<file path="src/pkg/cnrc_pkg.sv">
// constants, codes and types shared by the congestion notify node
// assumes a single 20 MHz system clock and a synchronous active-low reset
`default_nettype none

package cnrc_pkg;

    // clock rate and update period
    localparam int unsigned CLK_HZ        = 20_000_000;
    localparam int unsigned TCONG_MIN_S   = 10;                    // seconds, least period
    localparam int unsigned TCONG_CYC     = TCONG_MIN_S * CLK_HZ;  // cycles per period
    localparam int unsigned PERIOD_CNT_W  = 32;

    // widths of message fields
    localparam int unsigned DLCI_W        = 13;
    localparam int unsigned CAUSE_W       = 8;
    localparam int unsigned STREAM_W      = 2;
    localparam int unsigned NUM_STREAMS   = 4;
    localparam int unsigned MAP_IDX_W     = 4;
    localparam int unsigned MAP_DEPTH     = 16;

    // cause codes carried in a message
    localparam logic [CAUSE_W-1:0] CAUSE_INCREASING = 8'h02;
    localparam logic [CAUSE_W-1:0] CAUSE_CLEARING   = 8'h03;
    localparam logic [CAUSE_W-1:0] CAUSE_SUSTAINED  = 8'h04;
    localparam logic [CAUSE_W-1:0] CAUSE_CRITICAL   = 8'h06;
    localparam logic [CAUSE_W-1:0] CAUSE_CRIT_CLEAR = 8'h07;
    localparam logic [CAUSE_W-1:0] CAUSE_ABATING    = 8'h08;

    // measured congestion level on the input pins
    localparam logic [1:0] LEVEL_NORMAL   = 2'h0;
    localparam logic [1:0] LEVEL_MODERATE = 2'h1;

    // values after reset
    localparam logic [DLCI_W-1:0]       RST_DLCI   = 13'h0000;
    localparam logic [STREAM_W-1:0]     RST_STREAM = 2'h0;
    localparam logic [CAUSE_W-1:0]      RST_CAUSE  = 8'h00;
    localparam logic [NUM_STREAMS-1:0]  RST_BUSY   = 4'h0;
    localparam logic [PERIOD_CNT_W-1:0] RST_CNT    = 32'h0000_0000;

    // node congestion state, one-hot
    typedef enum logic [2:0] {
        ST_NORMAL   = 3'b001,
        ST_MODERATE = 3'b010,
        ST_MAXIMUM  = 3'b100
    } cnrc_state_type;

endpackage

`default_nettype wire

</file>
<file path="src/rtl/cnrc_node.sv">
// congestion notify node: message generation, ingress translation, edge reaction
// assumes inputs synchronous to clk_sys and downstream framing of entries by stream
//
// What this block does
// - Normal now and Normal before: no congestion message leaves the node.
// - Any state change launches the matching transition message.
// - While congested, a sustained message repeats every update period.
// - Back in Normal, periodic messages stop at once.
// - Received dlcis are translated to outgoing dlcis, tagged per packet stream.
// - Edge marks congested access channels busy and may block all new calls.
// - Congested or a channel busy: prioritise, drop discardable frames and low speech blocks; else full.
// - With forwarding on, received messages pass on untranslated instead.
// - Node holds exactly three states: Normal, Moderate, Maximum.
// - Update period is at least ten seconds.
// - Cause codes are fixed eight-bit values per transition.
`timescale 1ns/1ps
`default_nettype none

module cnrc_node #(
    parameter int unsigned CONG_PERIOD_CYC = cnrc_pkg::TCONG_CYC
) (
    // clock and reset
    input  wire logic                           clk_sys,
    input  wire logic                           resetn,
    // own congestion measure
    input  wire logic [1:0]                     congLevel,
    // generated congestion message
    output logic                                msgValid,
    output logic      [cnrc_pkg::CAUSE_W-1:0]   msgCause,
    input  wire logic                           msgReady,
    // received message entries, one dlci each
    input  wire logic                           rxValid,
    input  wire logic [cnrc_pkg::DLCI_W-1:0]    rxDlci,
    input  wire logic [cnrc_pkg::CAUSE_W-1:0]   rxCause,
    input  wire logic                           rxLast,
    output logic                                rxReady,
    // outgoing entries, backward or forwarded
    output logic                                outValid,
    output logic      [cnrc_pkg::DLCI_W-1:0]    outDlci,
    output logic      [cnrc_pkg::STREAM_W-1:0]  outStream,
    output logic      [cnrc_pkg::CAUSE_W-1:0]   outCause,
    output logic                                outLast,
    output logic                                outFwd,
    input  wire logic                           outReady,
    // options
    input  wire logic                           forwardEn,
    input  wire logic                           blockAllEn,
    input  wire logic                           discardEn,
    input  wire logic                           lsbDropEn,
    // translation table load
    input  wire logic                           cfgWe,
    input  wire logic [cnrc_pkg::MAP_IDX_W-1:0] cfgIdx,
    input  wire logic [cnrc_pkg::DLCI_W-1:0]    cfgOutDlci,
    input  wire logic [cnrc_pkg::STREAM_W-1:0]  cfgStream,
    // edge and traffic treatment
    output logic      [cnrc_pkg::NUM_STREAMS-1:0] chanBusy,
    output logic                                blockNewCalls,
    output logic                                dropDiscardable,
    output logic                                dropLsbBlocks,
    output logic                                prioritySplit
);

    // level 3 on the pins is read as maximum, never as a fourth state
    function automatic cnrc_pkg::cnrc_state_type level_to_state(input logic [1:0] lvl);
        if (lvl == cnrc_pkg::LEVEL_NORMAL)
            return cnrc_pkg::ST_NORMAL;
        else if (lvl == cnrc_pkg::LEVEL_MODERATE)
            return cnrc_pkg::ST_MODERATE;
        else
            return cnrc_pkg::ST_MAXIMUM;
    endfunction

    // cause code for a change from one state to another
    function automatic logic [cnrc_pkg::CAUSE_W-1:0] transition_cause(
        input cnrc_pkg::cnrc_state_type prev,
        input cnrc_pkg::cnrc_state_type cur
    );
        logic [cnrc_pkg::CAUSE_W-1:0] c;
        c = cnrc_pkg::CAUSE_SUSTAINED;
        case (cur)
            cnrc_pkg::ST_MODERATE: begin
                c = (prev == cnrc_pkg::ST_MAXIMUM) ? cnrc_pkg::CAUSE_ABATING
                                                   : cnrc_pkg::CAUSE_INCREASING;
            end
            cnrc_pkg::ST_MAXIMUM: begin
                c = cnrc_pkg::CAUSE_CRITICAL;
            end
            cnrc_pkg::ST_NORMAL: begin
                c = (prev == cnrc_pkg::ST_MAXIMUM) ? cnrc_pkg::CAUSE_CRIT_CLEAR
                                                   : cnrc_pkg::CAUSE_CLEARING;
            end
            default: begin
                c = cnrc_pkg::CAUSE_SUSTAINED;
            end
        endcase
        return c;
    endfunction

    cnrc_pkg::cnrc_state_type       stateQ;
    cnrc_pkg::cnrc_state_type       prevQ;
    logic [cnrc_pkg::PERIOD_CNT_W-1:0] periodCnt;
    logic [cnrc_pkg::DLCI_W-1:0]    mapDlci;
    logic [cnrc_pkg::STREAM_W-1:0]  mapStream;
    logic [cnrc_pkg::NUM_STREAMS-1:0] next_chanBusy;

    // message launch decode
    wire logic stateChange = (stateQ != prevQ);
    wire logic congested   = (stateQ != cnrc_pkg::ST_NORMAL);
    wire logic periodTick  = congested && !stateChange &&
                             (periodCnt == cnrc_pkg::PERIOD_CNT_W'(CONG_PERIOD_CYC - 1));
    wire logic msgLaunch   = stateChange || periodTick;
    wire logic [cnrc_pkg::CAUSE_W-1:0] launchCause =
        stateChange ? transition_cause(prevQ, stateQ) : cnrc_pkg::CAUSE_SUSTAINED;

    // received entry decode
    wire logic rxAccept    = rxValid && rxReady;
    wire logic causeSets   = (rxCause == cnrc_pkg::CAUSE_INCREASING) ||
                             (rxCause == cnrc_pkg::CAUSE_SUSTAINED)  ||
                             (rxCause == cnrc_pkg::CAUSE_CRITICAL)   ||
                             (rxCause == cnrc_pkg::CAUSE_ABATING);
    wire logic causeClears = (rxCause == cnrc_pkg::CAUSE_CLEARING) ||
                             (rxCause == cnrc_pkg::CAUSE_CRIT_CLEAR);
    wire logic terminate   = rxAccept && !forwardEn;
    wire logic degraded    = congested || (|chanBusy);

    // one entry held at a time; a stalled consumer stalls the sender
    assign rxReady = !outValid || outReady;

    cnrc_dlci_map u_map (
        .clk_sys    (clk_sys),
        .resetn     (resetn),
        .cfgWe      (cfgWe),
        .cfgIdx     (cfgIdx),
        .cfgOutDlci (cfgOutDlci),
        .cfgStream  (cfgStream),
        .rdIdx      (rxDlci[cnrc_pkg::MAP_IDX_W-1:0]),
        .rdDlci     (mapDlci),
        .rdStream   (mapStream)
    );

    // state tracking, current and one cycle back
    always_ff @(posedge clk_sys) begin
        if (!resetn) begin
            stateQ <= cnrc_pkg::ST_NORMAL;
            prevQ  <= cnrc_pkg::ST_NORMAL;
        end else begin
            stateQ <= level_to_state(congLevel);
            prevQ  <= stateQ;
        end
    end

    // update period timer, restarts on each transition
    always_ff @(posedge clk_sys) begin
        if (!resetn || !congested || stateChange || periodTick)
            periodCnt <= cnrc_pkg::RST_CNT;
        else
            periodCnt <= periodCnt + 1'b1;
    end

    // message holder; a newer launch replaces an unsent one
    always_ff @(posedge clk_sys) begin
        if (!resetn) begin
            msgValid <= 1'b0;
            msgCause <= cnrc_pkg::RST_CAUSE;
        end else if (msgLaunch) begin
            msgValid <= 1'b1;
            msgCause <= launchCause;
        end else if (msgReady) begin
            msgValid <= 1'b0;
        end
    end

    // outgoing entry: translated backward or passed on as received
    always_ff @(posedge clk_sys) begin
        if (!resetn) begin
            outValid  <= 1'b0;
            outDlci   <= cnrc_pkg::RST_DLCI;
            outStream <= cnrc_pkg::RST_STREAM;
            outCause  <= cnrc_pkg::RST_CAUSE;
            outLast   <= 1'b0;
            outFwd    <= 1'b0;
        end else if (rxAccept) begin
            outValid  <= 1'b1;
            outDlci   <= forwardEn ? rxDlci : mapDlci;
            outStream <= mapStream;
            outCause  <= rxCause;
            outLast   <= rxLast;
            outFwd    <= forwardEn;
        end else if (outReady) begin
            outValid  <= 1'b0;
        end
    end

    // trunk conditioning per access channel
    always_comb begin
        next_chanBusy = chanBusy;
        if (terminate && causeSets)
            next_chanBusy[mapStream] = 1'b1;
        else if (terminate && causeClears)
            next_chanBusy[mapStream] = 1'b0;
    end

    // drop and priority flags follow own state and busy channels, call blocking busy channels only; all registered
    always_ff @(posedge clk_sys) begin
        if (!resetn) begin
            chanBusy        <= cnrc_pkg::RST_BUSY;
            blockNewCalls   <= 1'b0;
            dropDiscardable <= 1'b0;
            dropLsbBlocks   <= 1'b0;
            prioritySplit   <= 1'b0;
        end else begin
            chanBusy        <= next_chanBusy;
            blockNewCalls   <= blockAllEn && (|next_chanBusy);
            dropDiscardable <= degraded && discardEn;
            dropLsbBlocks   <= degraded && lsbDropEn;
            prioritySplit   <= degraded;
        end
    end
endmodule // cnrc_node

`default_nettype wire

</file>
<file path="src/rtl/cnrc_dlci_map.sv">
// dlci translation table: incoming index to outgoing dlci and packet stream
// assumes software-side loading through the plain write port, one entry a cycle
`default_nettype none
`timescale 1ns/1ps

module cnrc_dlci_map (
    // clock and reset
    input  wire logic                           clk_sys,
    input  wire logic                           resetn,
    // table load
    input  wire logic                           cfgWe,
    input  wire logic [cnrc_pkg::MAP_IDX_W-1:0] cfgIdx,
    input  wire logic [cnrc_pkg::DLCI_W-1:0]    cfgOutDlci,
    input  wire logic [cnrc_pkg::STREAM_W-1:0]  cfgStream,
    // lookup
    input  wire logic [cnrc_pkg::MAP_IDX_W-1:0] rdIdx,
    output logic      [cnrc_pkg::DLCI_W-1:0]    rdDlci,
    output logic      [cnrc_pkg::STREAM_W-1:0]  rdStream
);

    logic [cnrc_pkg::DLCI_W-1:0]   dlciMem   [cnrc_pkg::MAP_DEPTH];
    logic [cnrc_pkg::STREAM_W-1:0] streamMem [cnrc_pkg::MAP_DEPTH];

    // entries clear at reset so an unloaded index maps to stream 0
    always_ff @(posedge clk_sys) begin
        if (!resetn) begin
            for (int i = 0; i < cnrc_pkg::MAP_DEPTH; i++) begin
                dlciMem[i]   <= cnrc_pkg::RST_DLCI;
                streamMem[i] <= cnrc_pkg::RST_STREAM;
            end
        end else if (cfgWe) begin
            dlciMem[cfgIdx]   <= cfgOutDlci;
            streamMem[cfgIdx] <= cfgStream;
        end
    end

    // read is a plain mux so the lookup lands in the same cycle
    assign rdDlci   = dlciMem[rdIdx];
    assign rdStream = streamMem[rdIdx];

endmodule // cnrc_dlci_map

`default_nettype wire

</file>
<file path="config.mk">
export PLATFORM = sky130hd
export DESIGN_NAME = cnrc_node
export DESIGN_NICKNAME = d
export VERILOG_FILES = /design/src/pkg/cnrc_pkg.sv /design/src/rtl/cnrc_node.sv /design/src/rtl/cnrc_dlci_map.sv
export SDC_FILE = /design/constraint.sdc
export NUM_CORES = 1
export LEC_CHECK = 0
export BUFFER_PORTS_ARGS = -buffer_cell sky130_fd_sc_hd__buf_2
export CORE_MARGIN = 1.5
export CORE_UTILIZATION = 37
export DETAILED_ROUTE_END_ITERATION = 8
export PLACE_DENSITY = 0.53
export SLEW_MARGIN = 20
export SYNTH_ARGS = -nofsm -noshare
export SYNTH_HDL_FRONTEND = slang
export SYNTH_SLANG_ARGS = --single-unit
export TNS_END_PERCENT = 5
</file>
<file path="constraint.sdc">
create_clock -name clk_sys -period 2.7 [get_ports clk_sys]
set_input_delay 0.27 -clock clk_sys [delete_from_list [all_inputs] [get_ports clk_sys]]
set_output_delay 0.27 -clock clk_sys [all_outputs]
set_load 0.1 [all_outputs]
</file>
==> metrics.yaml, run 1 <==
route:
  remaining_drc_errors: 0
  dr_total_vias: 8739
  dr.pass1.iters: 5
  post_drt_wl_per_cell_um: 21.2
  wl_um: 36900
  drt_iter0_markers: 743
  via_per_inst: 5.03
  antenna_left: 0
clocking:
  clk_pin_slew_ns: 0.06
  cts_tree: "yes"
  cts_buffers: 37
  cts_setup_buffers: 0
  cts_sinks: 317
  root_buffer: "clkbuf_16"
  cts_resized: 0
  ctsHoldBuffers: 13
  max-clock-path-buffers: 3
  clock_latency_ns: 0.52
  htree_levels: 2
synth:
  synth_async_sr_flop_share: 0
  ys.flop_type: "edfxtp_1"
  ys_seq_area_frac: 0.615
  postSynthCellCount: 1076
  synth_edf_count: 240
  avgSynthCellArea_um2: 13.2
  synth.largest_area_cell: "edfxtp_1"
  synth_area_leaders: "edfxtp_1, and2_1, dfxtp_1"
  synth_compound_area_frac: 0.0404
  synth_simple_gate_area_frac: 0.184
  yosys_warnings: 0
  synth_top_area_frac: 0.507
  synthAdderAreaFrac: 0.000880
  synth_top_family_by_area: "simple AND/OR/NAND/NOR gates"
  synth_xor_area_frac: 0.0209
  synth_seq_cells: 317
  synth_area_um2: 14200
  synthMuxAreaShare: 0.112
  netlist-cell-type-count: 50
power:
  peakVddDrop_v: 0.000328
  total_leakage_power_nw: 6.06
  pwr_density_cell_nw_per_um2: 693
timing:
  hold_slack_ns: 0.0311
  setup_viol: 0
  clock_skew_ns: 0.0159
  period_share: 0.838
  worst_slew_pin_slew_ns: 0.707
  grt_setup_unrepaired: "no"
  slew_viol_final: 0
  fmax_ghz: 0.442
  tns_ns: 0
  period_needed_ns: 2.26
  slew_headroom: 0.522
  finalHoldViolCount: 0
place:
  globalplace.congestion: 0.793
  dpl.hpwl_um: 23800
  port_buffers: 92
floorplan:
  rows: 71
  die_y_um: 199
  die_area_um2: 39600
  coreArea_um2: 37800
  ios: 97
  die_x_um: 199
  start_util: 0.377
final_layout:
  nNetsFinal: 1255
  layout_commonest_cell: "and2_1"
  drive_gt1_frac: 0.218
  nFillCells: 3397
  syn2layout_area_growth_pct: 17.7
  layout_common_cells: "and2_1, edfxtp_1, buf_2"
critical_path:
  crit_required_ns: 3.10
  end_kind: "flip-flop"
  start_kind: "flip-flop"
  crit_fanout: 32
  path_class: "flip-flop to flip-flop"
  cp.arrival_ns: 2.66
grt:
  grt_pass1_wl_um: 55500
  antenna_found_initial: 3
  grt_overflow_total: 0
  grt_max_degree: 34
  grt_pass1_vias: 8786
  grt.total_usage: 0.191
outcome:
  outcome: "finished, final reports clean"
worst_hold_path:
  hp-class: "input port to flip-flop"
flow_run:
  maxCapViolCount: 0
==> state kept, by name (all words and copies together) (netlist names), 2 cells and up <==
signal and flops:
prevQ 3, msgCause 4, u_map.dlciMem 208, chanBusy 4
stateQ 3, outStream 2, outDlci 13, outCause 8
u_map.streamMem 32, periodCnt 32
==> cells in the mapped netlist (2+ instances only) <==
cell type,count
nor4_1,2
nor3b_1,4
buf_2,6
nand4_1,7
mux2i_1,14
dfxtp_1,77
buf_4,7
a21oi_1,23
and2_1,252
inv_1,9
o211ai_1,3
and4_1,2
mux4_1,3
clkbuf_1,60
xnor2_1,13
and3_1,10
a211oi_1,31
nor4b_1,4
o21ai_0,21
buf_6,3
mux4_2,60
a31oi_1,2
edfxtp_1,240
nand3_1,13
mux2_2,2
nand2b_1,8
nor2b_1,11
or3_1,4
nor3_1,18
a32oi_1,2
nand2_1,50
nor2_1,76
nand4b_1,2
xor2_1,21
==> critical path, stage by stage, from the launching register on <==
cell     delay (ns)
dfxtp_1        0.33
or4_1          0.53
nor4b_1        0.37
a31oi_1        0.29
nand3_1        0.16
buf_4          0.33
nor2_1         0.09
==> power breakdown <==
group | switching (mW) | internal [mW] | total, mW
logic | 0.809 | 0.376 | 1.18
clock network | 1.92 | 2.90 | 4.83
registers | 0.0945 | 5.49 | 5.59
total | 2.83 | 8.77 | 11.6
==> metrics by stage <==
stage | std cells | power (mW) | util | setup WS, ns | cell area, um2
after detailed placement | 1660 | 6.87 | 0.409 | 0.109 | 15400
after floorplan | 1079 | 6.48 | - | 0.130 | 14200
after CTS | 1738 | 11.7 | 0.443 | 0.399 | 16700
after global placement | 1660 | 6.86 | 0.409 | 0.0913 | 15400
after global routing | 1738 | 12.0 | 0.443 | 0.277 | 16700
final | 1739 | 11.6 | 0.443 | 0.437 | 16700
==> worst paths after layout <==
kind | from | end | slack [ns] | cells after the start
worst max-delay path | periodCnt[11] | periodCnt[23] | 0.44 | 6
worst min-delay path | rxDlci[10] | outDlci[10] | 0.03 | 3
worst max register to register | periodCnt[11] | periodCnt[23] | 0.44 | 6
worst min register to register | msgCause[2] | msgCause[2] | 0.44 | 2
==> final cells by class <==
cell class | count | area, um2 | share of cell area
Clock buffer | 52 | 1050 | 0.0629
Inverter | 9 | 33.8 | 0.00202
Tap cell | 511 | 639 | 0.0382
Clock inverter | 13 | 120 | 0.00717
Timing Repair Buffer | 160 | 1020 | 0.0608
Antenna cell | 1 | 2.50 | 0.000149
Sequential cell | 317 | 8750 | 0.523
Multi-Input combinational cell | 676 | 5120 | 0.306
==> cells by family (layout without fill, tap and decap cells) <==
kind of cell	Yosys count	in the layout
and+or+nand+nor	468	468
other	1	5
buffers and inverters	86	234
muxes	79	79
DFF	317	317
adders and majority gates	1	1
AOI/OAI and AO/OA	90	90
xor gates and xnor gates	34	34
==> metal layers <==
layer	up-vias	track usage	part of all wire
met5	-	0	0.00046
met4	2	0.0429	0.015
met3	35	0.0332	0.055
met2	235	0.304	0.46
met1	4354	0.272	0.47
li1	4113	-	-
(Power assumes the default switching activity.)
==> run 2: changes to the inputs <==
Clock period 2.7 ns to 2.1 ns, I/O delays scaled along.
==> metrics.yaml, run 2 (synthesis results as in run 1) <==
power:
  comb_power_share: 0.105  # +0.003
  peakVddDrop_v: 0.000454  # +38%
  report.power.total_mw: 15.3  # +32%
  total_leakage_power_nw: 6.33  # +4.4%
  pwr_density_cell_nw_per_um2: 890  # +29%
  power.switching_mw: 3.75  # +33%
  switching_share: 0.244  # +0.000742
  internal_power_mw: 11.6  # +32%
  p_clk_frac: 0.426  # +0.010
  seq_power_share: 0.468  # -0.014
grt:
  grt_pass1_vias: 9016  # +2.6%
  antenna_found_initial: 1  # -2
  grt.total_usage: 0.190  # -0.000252
  grt_overflow_total: 0  # unchanged
  grt_max_degree: 33  # -2.9%
  grt_pass1_wl_um: 55400  # -0.25%
critical_path:
  startpoint: "u_map.streamMem[4][1]"
  worstRegToRegCells: 6  # unchanged
  cp.arrival_ns: 2.55  # -0.11 ns
  start_kind: "flip-flop"
  crit_required_ns: 2.51  # -0.59 ns
  slowest_delay_ns: 0.59  # +0.06 ns
  reg2reg_slack_ns: -0.04  # -0.48 ns
  r2r_start: "u_map.streamMem[4][1]"
  end_kind: "flip-flop"
  r2r-end: "chanBusy[0]"
  crit_fanout: 7  # -78%
  cp_cell_sequence: "mux4_1 -> mux4_2 -> nor2_2 -> mux2i_1 -> o21ai_1 -> and2_1"
  cp_slowest_cell: "mux4_2"
  path_class: "flip-flop to flip-flop"
worst_hold_path:
  hp-class: "input port to flip-flop"
  min_path_cells: 3  # unchanged
  min_to: "outDlci[4]"
  hold_start: "rxDlci[4]"
flow_run:
  maxCapViolCount: 0  # unchanged
floorplan:
  rows: 71  # unchanged
  start_util: 0.377  # unchanged
  die_x_um: 199  # unchanged
  ios: 97  # unchanged
  coreArea_um2: 37800  # unchanged
  die_y_um: 199  # unchanged
  die_area_um2: 39600  # unchanged
final_layout:
  largest_register: "u_map.dlciMem"
  nNetsFinal: 1295  # +3.2%
  syn2layout_area_growth_pct: 21.1
  biggestRegsByFlops: "u_map.dlciMem x208, periodCnt x32, u_map.streamMem x32"
  regArea_um2: 8750  # about the same
  nFillCells: 3407  # +0.29%
  drive_gt1_frac: 0.245  # +0.0275
  layout_commonest_cell: "and2_1"
  multiInputGateArea_um2: 5130  # +0.20%
  n_antenna_cell: 0  # -1
  layout_common_cells: "and2_1, edfxtp_1, buf_2"
  largest_reg_flops: 208  # unchanged
clocking:
  clock_latency_ns: 0.54  # +0.02 ns
  htree_levels: 2  # unchanged
  cts_setup_buffers: 0  # unchanged
  cts_sinks: 317  # unchanged
  cts_tree: "yes"
  root_buffer: "clkbuf_16"
  clk_pin_slew_ns: 0.06  # about the same
  cts_buffers: 37  # unchanged
  max-clock-path-buffers: 3  # unchanged
place:
  dpl.hpwl_um: 23900  # +0.55%
  port_buffers: 92  # unchanged
  preCtsSetupSlack_ns: -0.299  # -0.408 ns
  globalplace.congestion: 0.821  # +3.6%
timing:
  clock_skew_ns: 0.0270  # +0.0111 ns
  setup_viol: 2  # +2
  worst_slew_pin_slew_ns: 0.775  # +0.0673 ns
  period_needed_ns: 2.14  # -0.122 ns
  fmax_ghz: 0.467  # +5.7%
  finalHoldViolCount: 0  # unchanged
  period_share: 1.02  # +0.181
  slew_headroom: 0.482  # -0.0402
  fin_ws_ns: -0.0412  # -0.478 ns
  slew_viol_final: 0  # unchanged
  grt_setup_unrepaired: "yes"
route:
  antenna_left: 0  # unchanged
  remaining_drc_errors: 0  # unchanged
  via_per_inst: 4.98  # -0.86%
  post_drt_wl_per_cell_um: 20.8  # -2.1%
  drt_iter0_markers: 636  # -14%
  wl_um: 36900  # +0.21%
  dr_total_vias: 8868  # +1.5%
  dr.pass1.iters: 5  # unchanged
outcome:
  outcome: "finished, violations left"
  violations: "setup timing"
run 2: cell count changes in the layout (fill, tap and decap cells not counted), moves of 3 or more:
cell           before  now
dlygate4sd3_1      13   22
inv_6               0    3
clkinv_2            2    6
o21ai_1            10   14
clkinv_1            7    2
buf_12              1    7
buf_4              55   79
run 2: per-stage QoR:
stage,TNS (ns),utilization,cell area (um2),hold slack (ns),cells
final,-0.0809,0.456,17200,0.0388,1780
after global routing,-0.367,0.456,17200,0.0465,1780
after CTS,-0.0747,0.456,17200,0.00564,1780
after detailed placement,-1.48,0.417,15700,0.415,1691
after global placement,-1.05,0.417,15700,0.405,1691
after floorplan,-7.28,-,14200,0.286,1079
run 2: how the worst max path moves through the flow:
stage,slack [ns],endpoint,cells past startpoint
global placement,-0.26,outDlci[11],9
global route,-0.15,blockNewCalls,7
floorplan,-0.16,u_map.dlciMem[1][0],3
CTS,-0.05,chanBusy[0],6
finish,-0.04,chanBusy[0],6
detailed placement,-0.30,outDlci[11],9
run 2: per-layer routing:
layer	track usage	share of wire	vias to the layer above
met4	0.0494	0.018	0
met5	0	0	-
met2	0.321	0.49	260
met1	0.255	0.44	4369
li1	-	-	4190
met3	0.0311	0.053	49
run 2: timing repair:
item / 4_1_cts / 5_1_grt
pin swaps: 1 / 2
setup endpoints to repair: 3 / 4
gates cloned: 0 / 0
gates resized for setup: 8 / 1
hold buffers: 22 / 0
hold endpoints to repair: 21 / 0
run 2: critical path, delay by kind of cell (launching register included):
kind / cells / cell delay (ns)
AND/OR/NAND/NOR: 2 / 0.29
AO/OA/AOI/OAI: 1 / 0.08
multiplexers: 3 / 1.27
flip-flops: 1 / 0.37
run 2: final cells by class:
type / instances / share of cell area
clock buffers: 50 / 0.0597
clock inverters: 17 / 0.0123
inverters: 9 / 0.00196
multi-input cells: 676 / 0.298
flip-flops and latches: 317 / 0.508
well taps: 511 / 0.0371
repair buffers: 200 / 0.0825
run 2: power groups by stage:
stage          Clock [mW]  Sequential (mW)  Combinational [mW]
2_1_floorplan           0             7.61               0.724
5_1_grt              6.91             7.21                1.72
3_5_place_dp            0             7.31                1.59
3_3_place_gp            0             7.31                1.58
6_report             6.53             7.18                1.61
4_1_cts              6.67             7.18                1.64
